--- config.mk ---
export PLATFORM = sky130hd
export DESIGN_NAME = tw8_waveform_unit
export DESIGN_NICKNAME = d
export VERILOG_FILES = /design/src/logic/tw8_pkg.sv /design/src/logic/tw8_waveform_unit.sv
export SDC_FILE = /design/constraint.sdc
export NUM_CORES = 1
export LEC_CHECK = 0
export BUFFER_PORTS_ARGS = -buffer_cell sky130_fd_sc_hd__buf_2
export CAP_MARGIN = 40
export CORE_MARGIN = 3
export CORE_UTILIZATION = 45
export CTS_CLUSTER_SIZE = 14
export DETAILED_ROUTE_END_ITERATION = 8
export GPL_TIMING_DRIVEN = 0
export PLACE_DENSITY_LB_ADDON = 0.12
export SLEW_MARGIN = 20
export SYNTH_ARGS = -nofsm -noshare
export SYNTH_HDL_FRONTEND = slang
export SYNTH_SLANG_ARGS = --single-unit
--- constraint.sdc ---
create_clock -name mclk -period 4.18 [get_ports mclk]
set_input_delay 0.836 -clock mclk [delete_from_list [all_inputs] [get_ports mclk]]
set_output_delay 0.836 -clock mclk [all_outputs]
set_load 0.01 [all_outputs]
--- src/logic/tw8_pkg.sv ---
package tw8_pkg;
    // ------------------------------------------------------------
    // Register indices on the plain register port
    // ------------------------------------------------------------
    localparam int         ADDR_W     = 3;
    localparam logic [2:0] IDX_CTRL   = 3'h0;
    localparam logic [2:0] IDX_COUNT  = 3'h1;
    localparam logic [2:0] IDX_CMPA   = 3'h2;
    localparam logic [2:0] IDX_CMPB   = 3'h3;
    localparam logic [2:0] IDX_FLAGS  = 3'h4;
    localparam logic [2:0] IDX_FORCE  = 3'h5;
    localparam logic [2:0] IDX_PORT   = 3'h6;
    localparam logic [2:0] IDX_STATUS = 3'h7;

    // ------------------------------------------------------------
    // Field positions
    // ------------------------------------------------------------
    localparam int CTRL_MODEA_LSB = 6;
    localparam int CTRL_MODEB_LSB = 4;
    localparam int FLAG_OVF       = 0;
    localparam int FLAG_CMPA      = 1;
    localparam int FLAG_CMPB      = 2;
    localparam int PORT_DIR_LSB   = 0;
    localparam int PORT_VAL_LSB   = 4;

    // ------------------------------------------------------------
    // Reset values and fixed counts
    // ------------------------------------------------------------
    localparam logic [7:0] CTRL_RST   = 8'h00;
    localparam logic [7:0] PORT_RST   = 8'h00;
    localparam logic [7:0] COUNT_MAX  = 8'hff;
    localparam logic [7:0] COUNT_BOT  = 8'h00;

    typedef enum logic [2:0] {
        TW8_NORMAL = 3'b000,
        TW8_PCOR8  = 3'b001,
        TW8_CTC    = 3'b010,
        TW8_FAST8  = 3'b011,
        TW8_RSV4   = 3'b100,
        TW8_PCORA  = 3'b101,
        TW8_RSV6   = 3'b110,
        TW8_FASTA  = 3'b111
    } tw8_wgm_e;

    typedef struct packed {
        logic [2:0] addr;
        logic [7:0] wdata;
        logic       wr;
        logic       rd;
    } tw8_bus_s;

    typedef struct packed {
        logic out;
        logic oe;
    } tw8_pin_s;
endpackage

--- src/logic/tw8_waveform_unit.sv ---
// The implementer's own choices: the address-and-strobe port and the placing of the registers.
`timescale 1ns/1ns
// Function
// - Reset forces compare output state to zero
// - Nonzero output mode replaces port value
// - Pin driven only when direction is output
// - Output mode zero leaves state untouched
// - Mode change acts at next match; force
// - Counting depends on waveform mode only
// - Mode 0 counts up, wraps ff to 00
// - Normal mode overflow set as count hits zero
// - Count writes accepted any time
// - Mode 2 clears counter at compare A
// - Unbuffered compare A, missed match wraps
// - Mode 1 toggles output A on match
// - Clear-on-compare overflow at max to zero
// - Modes 3 and 7 are fast PWM
// - Fast PWM clears after reaching top
// - Mode 2 clear/set, mode 3 opposite
// - Fast PWM overflow at top
// - Toggle A only with mode bit 2
// - Extreme compare values give spike or level
// - Fast PWM compares buffered, toggle half rate
// - Buffered compares load at top/bottom
// - Match sets flag on the next clock, W1C
// - Force updates output only
// - Count write blocks next tick matches
module tw8_waveform_unit
    import tw8_pkg::*;
(
    input  wire logic       mclk,
    input  wire logic       rst,
    input  wire logic       timerTick,
    input  wire tw8_bus_s   bus,
    output tw8_pin_s        pinA,
    output tw8_pin_s        pinB,
    output logic [7:0]      rdata
);
    // ------------------------------------------------------------
    // Software state
    // ------------------------------------------------------------
    logic [7:0] ctrl_reg;
    logic [7:0] port_reg;
    logic [7:0] count_reg;
    logic [2:0] flags_reg;
    logic [1:0] force_reg;
    logic       block_reg;
    logic [7:0] cmpBuf_reg [2];
    logic [7:0] cmpAct_reg [2];
    logic [1:0] oc_reg;
    logic [1:0] com [2];
    tw8_wgm_e   wgm;
    logic       isPwm;
    logic [7:0] top;
    logic       cntWr;
    logic       wrapPwm;
    logic       clearNow;
    logic       ovfSet;
    logic [1:0] match;
    logic [1:0] cmpWr;

    assign wgm    = tw8_wgm_e'(ctrl_reg[2:0]);
    assign com[0] = ctrl_reg[CTRL_MODEA_LSB +: 2];
    assign com[1] = ctrl_reg[CTRL_MODEB_LSB +: 2];
    assign cntWr  = bus.wr && bus.addr == IDX_COUNT;
    assign cmpWr[0] = bus.wr && bus.addr == IDX_CMPA;
    assign cmpWr[1] = bus.wr && bus.addr == IDX_CMPB;

    // ------------------------------------------------------------
    // Mode decode
    // ------------------------------------------------------------
    always_comb begin
        isPwm = 1'b0;
        top   = COUNT_MAX;
        case (wgm)
            TW8_FAST8: begin
                isPwm = 1'b1;
            end
            TW8_FASTA: begin
                isPwm = 1'b1;
                top   = cmpAct_reg[0];
            end
            default: begin
                isPwm = 1'b0;
            end
        endcase
    end

    // Software write wins over the tick in the same cycle
    assign wrapPwm  = isPwm && timerTick && count_reg == top && !cntWr;
    assign clearNow = wrapPwm || (wgm == TW8_CTC && timerTick && !cntWr
                      && count_reg == cmpAct_reg[0]);
    assign ovfSet   = timerTick && !cntWr
                      && (isPwm ? count_reg == top : count_reg == COUNT_MAX);

    // ------------------------------------------------------------
    // Counter
    // ------------------------------------------------------------
    always_ff @(posedge mclk or posedge rst) begin
        if (rst) begin
            count_reg <= COUNT_BOT;
        end else if (cntWr) begin
            count_reg <= bus.wdata;
        end else if (clearNow) begin
            count_reg <= COUNT_BOT;
        end else if (timerTick) begin
            // Missed compare simply runs on and wraps
            count_reg <= count_reg + 8'h01;
        end
    end

    // Blocks matches for the whole next timer period, even stopped
    always_ff @(posedge mclk or posedge rst) begin
        if (rst) begin
            block_reg <= 1'b0;
        end else if (cntWr) begin
            block_reg <= 1'b1;
        end else if (timerTick) begin
            block_reg <= 1'b0;
        end
    end

    // ------------------------------------------------------------
    // Control registers
    // ------------------------------------------------------------
    always_ff @(posedge mclk or posedge rst) begin
        if (rst) begin
            ctrl_reg <= CTRL_RST;
            port_reg <= PORT_RST;
        end else if (bus.wr && bus.addr == IDX_CTRL) begin
            ctrl_reg <= bus.wdata;
        end else if (bus.wr && bus.addr == IDX_PORT) begin
            port_reg <= bus.wdata;
        end
    end

    // Force strobes are one cycle; ignored in PWM modes
    always_ff @(posedge mclk or posedge rst) begin
        if (rst) begin
            force_reg <= 2'b00;
        end else if (bus.wr && bus.addr == IDX_FORCE && !isPwm) begin
            force_reg <= bus.wdata[1:0];
        end else begin
            force_reg <= 2'b00;
        end
    end

    // ------------------------------------------------------------
    // Per channel compare and output
    // ------------------------------------------------------------
    for (genvar i = 0; i < 2; i++) begin : g_ch
        assign match[i] = timerTick && !block_reg && !cntWr
                          && count_reg == cmpAct_reg[i];

        always_ff @(posedge mclk or posedge rst) begin
            if (rst) begin
                cmpBuf_reg[i] <= COUNT_BOT;
                cmpAct_reg[i] <= COUNT_BOT;
            end else begin
                if (cmpWr[i]) begin
                    cmpBuf_reg[i] <= bus.wdata;
                end
                if (!isPwm) begin
                    // Unbuffered outside PWM
                    cmpAct_reg[i] <= cmpWr[i] ? bus.wdata : cmpBuf_reg[i];
                end else if (wrapPwm) begin
                    cmpAct_reg[i] <= cmpBuf_reg[i];
                end
            end
        end

        always_ff @(posedge mclk or posedge rst) begin
            if (rst) begin
                oc_reg[i] <= 1'b0;
            end else if (com[i] == 2'b00) begin
                oc_reg[i] <= oc_reg[i];
            end else if (!isPwm) begin
                if (match[i] || force_reg[i]) begin
                    case (com[i])
                        2'b01:   oc_reg[i] <= !oc_reg[i];
                        2'b10:   oc_reg[i] <= 1'b0;
                        default: oc_reg[i] <= 1'b1;
                    endcase
                end
            end else if (com[i] == 2'b01) begin
                if (match[i] && i == 0 && wgm[2]) begin
                    oc_reg[i] <= !oc_reg[i];
                end
            end else if (wrapPwm) begin
                // Bottom wins over a match at top: steady level
                oc_reg[i] <= (com[i] == 2'b10);
            end else if (match[i]) begin
                oc_reg[i] <= (com[i] == 2'b11);
            end
        end
    end

    // ------------------------------------------------------------
    // Flags, set beats clear
    // ------------------------------------------------------------
    always_ff @(posedge mclk or posedge rst) begin
        if (rst) begin
            flags_reg <= 3'h0;
        end else begin
            flags_reg <= (flags_reg & ~((bus.wr && bus.addr == IDX_FLAGS)
                         ? bus.wdata[2:0] : 3'h0))
                         | {match[1], match[0], ovfSet};
        end
    end

    // ------------------------------------------------------------
    // Pins, registered
    // ------------------------------------------------------------
    always_ff @(posedge mclk or posedge rst) begin
        if (rst) begin
            pinA <= '0;
            pinB <= '0;
        end else begin
            pinA.out <= (com[0] != 2'b00) ? oc_reg[0] : port_reg[PORT_VAL_LSB];
            pinB.out <= (com[1] != 2'b00) ? oc_reg[1] : port_reg[PORT_VAL_LSB + 1];
            pinA.oe  <= port_reg[PORT_DIR_LSB];
            pinB.oe  <= port_reg[PORT_DIR_LSB + 1];
        end
    end

    // ------------------------------------------------------------
    // Read port
    // ------------------------------------------------------------
    always_ff @(posedge mclk or posedge rst) begin
        if (rst) begin
            rdata <= 8'h00;
        end else if (!bus.rd) begin
            rdata <= 8'h00;
        end else begin
            case (bus.addr)
                IDX_CTRL:   rdata <= ctrl_reg;
                IDX_COUNT:  rdata <= count_reg;
                IDX_CMPA:   rdata <= cmpBuf_reg[0];
                IDX_CMPB:   rdata <= cmpBuf_reg[1];
                IDX_FLAGS:  rdata <= {5'h00, flags_reg};
                IDX_PORT:   rdata <= port_reg;
                IDX_STATUS: rdata <= {6'h00, oc_reg};
                default:    rdata <= 8'h00;
            endcase
        end
    end
endmodule

==> reports/metrics.yaml, run 1 <==
portBuffers: 24
die_h_um: 100.5
async_flop_share: 1.000
p_int_mw: 1.558
pin_count: 28
insertedDiodeCount: 0
synth_most_common_cell: "nand2_1"
post-route-period-util: 0.6369
syn2layout_area_growth_pct: 12.42
maxCapViolCount: 0
synth_nets: 404
final_hold_viol_count: 0
crit_type: "register to register"
ys_seq_area_frac: 0.4731
total_power_mw: 2.408
root_buffer: "clkbuf_8"
synth_seq_cells: 76
avgViaCountPerCell: 5.841
cts_max_path_buffers: 2
worst_ep_required_time_ns: 4.41
grt_overflow: 0
syn_avg_cell_area_um2: 10.39
dr.pass1.iters: 4
dpl_cell_area_um2: 4309
min_period_ns: 2.662
first_iter_violations: 143
crit_fanout: 10
fp.dieW_um: 100.5
crit_path_end_kind: "register"
place.gp.congestion: 0.9229
antenna_found_initial: 0
slowest_delay_ns: 0.59
combPwrFrac: 0.289
row_count: 33
total_leakage_power_nw: 2.005
arrival_ns: 2.89
ys_dominant_reg_cell: "dfrtp_1"
grt_pass1_wl_um: 17410
maxSlewViolCount: 0
htree_num_levels: 3
start_util: 0.4773
nFillCells: 803
core_um2: 8423
yosys-top-cells-count: "nand2_1 (77), dfrtp_1 (76), mux2_2 (35), nand3_1 (26)"
num-nets-final: 441
syn_inst: 387
rsz0062_at_grt: "false"
status: "finished, final reports clean"
clockPowerShare: 0.246
timing.fmax_mhz: 375.6
detail-route-antenna-nets: 0
synth-edff-count: 0
yosysWarningCount: 0
p_per_area_nw_per_um2: 532.8
synth.area.top_cells: "dfrtp_1 (47%), mux2_2 (9.8%), nand2_1 (7.2%), nand3_1 (3.2%), a22o_1 (2.4%)"
dieArea_um2: 10100
switching_power_mw: 0.8499
setup_violations: 0
drc_errors: 0
tns_ns: 0
grt_max_degree: 52
grt_pass1_vias: 3127
synth_area_um2: 4020
fin_skew_ns: 0.01188
holdBufCountCts: 0
cts_tree: "built"
cts_buffers: 9
start_kind: "register"
hp-class: "register to register"
final_area_um2: 4519
cpMaxStageDelayCell: "a2111oi_4"
swShare: 0.3530
grt_usage: 0.2292
path_cells: "inv_1, o22ai_1, or3_4, a2111oi_4, nor2_1, clkbuf_1, nand2_1, nand3_1"
seqPwrFrac: 0.465
drive_gt1_frac: 0.2471
vias: 3119
slew_headroom: 0.4877
hpwlAfterDp_um: 7757
cts-resized-gates: 0
synth_cell_types: 62
clkLatencyLatePin_ns: 0.35
cts_sinks: 76
avgRoutedWirePerCell_um: 20.16
worstMarginPinSlew_ns: 0.7652
post_cts_buffers: 0
synth_top_area_frac: 0.4731
wirelength_um: 10770
vdd_drop_max_mv: 0.2194
path_clk_slew_ns: 0.09
yosys.area.top_type: "dfrtp_1"
-- power groups by stage --
stage | Sequential (mW) | Clock [mW] | Combinational (mW)
floorplan | 1.07 | 0 | 0.526
global placement | 1.12 | 0 | 0.677
detailed placement | 1.13 | 0 | 0.691
CTS | 1.11 | 0.601 | 0.696
global route | 1.14 | 0.636 | 0.772
finish | 1.12 | 0.593 | 0.696
-- critical path, delay by kind of cell (launching register included) --
kind	cells	cell delay (ns)
and+or+nand+nor	4	0.87
DFF	1	0.53
AOI/OAI and AO/OA	2	0.69
buffers and inverters	2	0.44
-- placed cells by master, fill, tap and decap left out, types with 3 or more instances in the layout --
cell type  netlist  layout
xnor2_1         11      11
buf_2            2      26
clkinv_4         0       3
nand3_1         26      26
a22oi_1          3       3
a21oi_1          8       8
clkbuf_8         1      11
inv_1            5       4
nor3_1           7       7
nor3b_1          3       3
nand2_1         77      77
inv_2            4       4
dfrtp_1         76      76
mux2i_1          6       6
o21ai_0         14      14
and2_1           6       6
buf_6            5       5
nor2b_1          6       6
clkbuf_1        11      11
mux2_2          35      35
a22o_1          11      11
a221o_1          4       4
nor2_1          14      14
o22ai_1          4       4
-- through the flow --
stage	hold slack [ns]	utilization	worst slack, ns	instances
finish	0.4124	0.5365	1.518	534
global placement	0.3888	0.5071	0.4128	516
CTS	0.4082	0.5365	1.545	534
floorplan	0.3638	-	1.406	387
detailed placement	0.3902	0.5116	1.253	518
global route	0.4359	0.5365	1.331	534
-- metal layers --
metal	vias to the layer above	share of wire	track usage
met5	-	0	0
li1	1448	-	-
met1	1538	0.45	0.3249
met2	107	0.45	0.3466
met3	26	0.072	0.04913
met4	0	0.033	0.08394
-- area by class of cell --
class,instances,area (um2),area share
multi-input combinational,280,1947,0.4308
sequential,76,1902,0.4208
timing repair buffer,26,155.1,0.03433
clock buffer,10,137.6,0.03045
tap,105,131.4,0.02907
buffer,20,125.1,0.02769
clock inverter,6,72.57,0.01606
inverter,11,48.80,0.01080
-- kinds of logic (layout without fill, tap and decap cells) --
logic type	Yosys count	in the layout	synth area share
xor+xnor	11	11	0.02396
buf+inv	31	73	0.04264
fa+ha+maj	1	1	0.003112
flops	76	76	0.4731
compound gates	59	59	0.1136
simple gates	165	165	0.2129
mux	44	44	0.1307
-- path summary, 6_finish.rpt --
kind | slack, ns | startpoint | cells after the start | end
max in group asynchronous | 3.16 | rst | 3 | block_reg
min | 0.41 | port_reg[0] | 0 | pinA[0]
min reg2reg | 0.41 | port_reg[0] | 0 | pinA[0]
max reg2reg | 1.52 | count_reg[1] | 8 | cmpAct_reg[2]
min in group asynchronous | 0.45 | rst | 2 | cmpBuf_reg[7]
max | 1.52 | count_reg[1] | 8 | cmpAct_reg[2]
Power figures use the tool's default switching activity.
==> run 2: changes to the inputs <==
==> constraint.sdc (replaced) <==
create_clock -name mclk -period 2.73 [get_ports mclk]
set_input_delay 0.546 -clock mclk [delete_from_list [all_inputs] [get_ports mclk]]
set_output_delay 0.546 -clock mclk [all_outputs]
set_load 0.01 [all_outputs]
==> run 2 against run 1 <==
Effect of this change:
- clock power is 53% higher
- count of clock-buffer cells in the layout stayed put
- routed wire length hardly changed
- final area is 0.17% higher
- sequential share of layout area is 0.070 points lower
- worst hold slack worse by 0.24 ns
- setup slack worse by 1.3 ns
- combinational power is 52% higher
- flip-flop and latch count stayed put
- critical path depth is 1 lower
- critical endpoint is now oc_reg[0]
==> reports/metrics.yaml, run 2 (synthesis results as in run 1) <==
setup_violations: 0  # unchanged
switching_power_mw: 1.293  # was 0.8499 mW
insertedDiodeCount: 0  # unchanged
start_kind: "register"  # unchanged
cts_tree: "built"  # unchanged
cpMaxStageDelayCell: "nor4_1"  # was a2111oi_4
nFillCells: 801  # was 803
maxCapViolCount: 0  # unchanged
antenna_found_initial: 0  # unchanged
fin_skew_ns: 0.01056  # was 0.01188 ns
p_int_mw: 2.385  # was 1.558 mW
first_iter_violations: 197  # was 143
swShare: 0.3515  # was 0.3530
drive_gt1_frac: 0.2488  # was 0.2471
grt_usage: 0.2292  # unchanged
p_per_area_nw_per_um2: 812.6  # was 532.8 nW/um2
crit_buf_inv: 1  # was 2
status: "finished, final reports clean"  # unchanged
grt_max_degree: 52  # unchanged
vias: 3149  # was 3119
avgRoutedWirePerCell_um: 20.12  # was 20.16 um
detail-route-antenna-nets: 0  # unchanged
final_common_cell: "nand2_1"  # unchanged
m1WireLength_um: 4865  # was 4814 um
cts_max_path_buffers: 2  # unchanged
total_power_mw: 3.678  # was 2.408 mW
crit_type: "register to register"  # unchanged
total_leakage_power_nw: 2.010  # was 2.005 nW
dr.pass1.iters: 5  # was 4
hpwlAfterDp_um: 7757  # unchanged
row_count: 33  # unchanged
crit_path_end_kind: "register"  # unchanged
worst_ep_required_time_ns: 2.97  # was 4.41 ns
worstMarginPinSlew_ns: 0.7734  # was 0.7652 ns
dp.cells: 518  # unchanged
vdd_drop_max_mv: 0.3335  # was 0.2194 mV
syn2layout_area_growth_pct: 12.60  # was 12.42%
worst-r2r-setup-slack_ns: 0.17  # was 1.52 ns
crit_end: "oc_reg[0]"  # was cmpAct_reg[2]
worst_r2r_startpoint: "count_reg[0]"  # was count_reg[1]
seqPwrFrac: 0.465  # about the same
cts_sinks: 76  # unchanged
hp-class: "input port to async pin"  # was register to register
post-route-period-util: 0.9385  # was 0.6369
top_layer_used: "met4"  # unchanged
combPwrFrac: 0.289  # about the same
place.gp.congestion: 0.9229  # unchanged
core_um2: 8423  # unchanged
clkLatencyLatePin_ns: 0.35  # about the same
arrival_ns: 2.80  # was 2.89 ns
rr_endpoint: "oc_reg[0]"  # was cmpAct_reg[2]
start_util: 0.4773  # unchanged
grt_pass1_wl_um: 17410  # unchanged
clockPowerShare: 0.246  # about the same
path_cells: "inv_1, o22ai_1, or3_4, nor4_1, nand2_1, a221oi_1, o32ai_1"  # was inv_1, o22ai_1, or3_4, a2111oi_4, nor2_1, clkbuf_1, nand2_1, nand3_1
timing.fmax_mhz: 390.3  # was 375.6 MHz
slowest_delay_ns: 0.67  # was 0.59 ns
slew_headroom: 0.4822  # was 0.4877
htree_num_levels: 3  # unchanged
avgViaCountPerCell: 5.886  # was 5.841
final_hold_viol_count: 0  # unchanged
fin_cells: 535  # was 534
root_buffer: "clkbuf_8"  # unchanged
route.met3.wl_um: 694  # was 779 um
num-nets-final: 442  # was 441
dieArea_um2: 10100  # unchanged
wirelength_um: 10760  # was 10770 um
die_h_um: 100.5  # unchanged
crit_fanout: 7  # was 10
crit_cells: 7  # was 8
path_clk_slew_ns: 0.09  # about the same
pin_count: 28  # unchanged
cpLargestDelayFamily: "simple AND/OR/NAND/NOR gates"  # unchanged
ff2ff_path_depth: 7  # was 8
cts_buffers: 9  # unchanged
crit_start: "count_reg[0]"  # was count_reg[1]
drc_errors: 0  # unchanged
min_period_ns: 2.562  # was 2.662 ns
dr_wl_met2_um: 4830  # was 4817 um
grt_overflow: 0  # unchanged
layout_common_cells: "nand2_1 (77), dfrtp_1 (76), mux2_2 (35)"  # unchanged
fp.dieW_um: 100.5  # unchanged
rsz0062_at_grt: "false"  # unchanged
maxSlewViolCount: 0  # unchanged
grt_pass1_vias: 3127  # unchanged
portBuffers: 24  # unchanged
-- run 2: changes by cell type in the layout (fill, tap and decap cells not counted), sizes merged --
cell  before  now
buf       34   35
-- run 2: layout make-up --
| type | instances | area, um2 | share of cell area |
|---|---|---|---|
| Multi-Input combinational cell | 280 | 1947 | 0.4301 |
| Sequential cell | 76 | 1902 | 0.4201 |
| Timing Repair Buffer | 27 | 162.7 | 0.03593 |
| Clock buffer | 10 | 137.6 | 0.03040 |
| Tap cell | 105 | 131.4 | 0.02902 |
| Buffer | 20 | 125.1 | 0.02764 |
| Clock inverter | 6 | 72.57 | 0.01603 |
| Inverter | 11 | 48.80 | 0.01078 |
-- run 2: power by group through the flow --
| stage | Combinational (mW) | Sequential (mW) | Clock [mW] |
|---|---|---|---|
| 4_1_cts | 1.07 | 1.70 | 0.920 |
| 6_report | 1.06 | 1.71 | 0.905 |
| 3_3_place_gp | 1.04 | 1.72 | 0 |
| 3_5_place_dp | 1.06 | 1.73 | 0 |
| 5_1_grt | 1.18 | 1.75 | 0.974 |
| 2_1_floorplan | 0.806 | 1.63 | 0 |
-- run 2: worst min path at each step --
| stage | endpoint | slack [ns] | depth (start not counted) |
|---|---|---|---|
| after floorplan | pinB[0] | 0.36 | 0 |
| after global placement | pinA[0] | 0.39 | 0 |
| after detailed placement | pinA[0] | 0.39 | 0 |
| after CTS | cmpBuf_reg[7] | 0.17 | 2 |
| after global routing | cmpBuf_reg[7] | 0.18 | 2 |
| final | cmpBuf_reg[7] | 0.17 | 2 |
-- run 2: timing repair --
item                       4_1_cts  5_1_grt
resized for setup                0        0
hold buffers                     0        0
buffers inserted                 0        1
setup endpoints to repair        0       11
-- run 2: metal layers --
layer | GRT usage | up-vias
met3 | 0.04913 | 25
met5 | 0 | -
met4 | 0.08394 | 0
met1 | 0.3249 | 1562
li1 | - | 1450
met2 | 0.3466 | 112
-- run 2: through the flow --
step,cell area (um2),TNS [ns],utilization,setup WS [ns],hold WS (ns)
final,4527,0,0.5374,0.1678,0.1681
after global routing,4527,0,0.5374,0.03236,0.1764
after CTS,4519,0,0.5365,0.09515,0.1707
after detailed placement,4309,0,0.5116,0.09330,0.3902
after global placement,4272,-56.34,0.5071,-0.7472,0.3888
after floorplan,4020,0,-,0.2457,0.3638
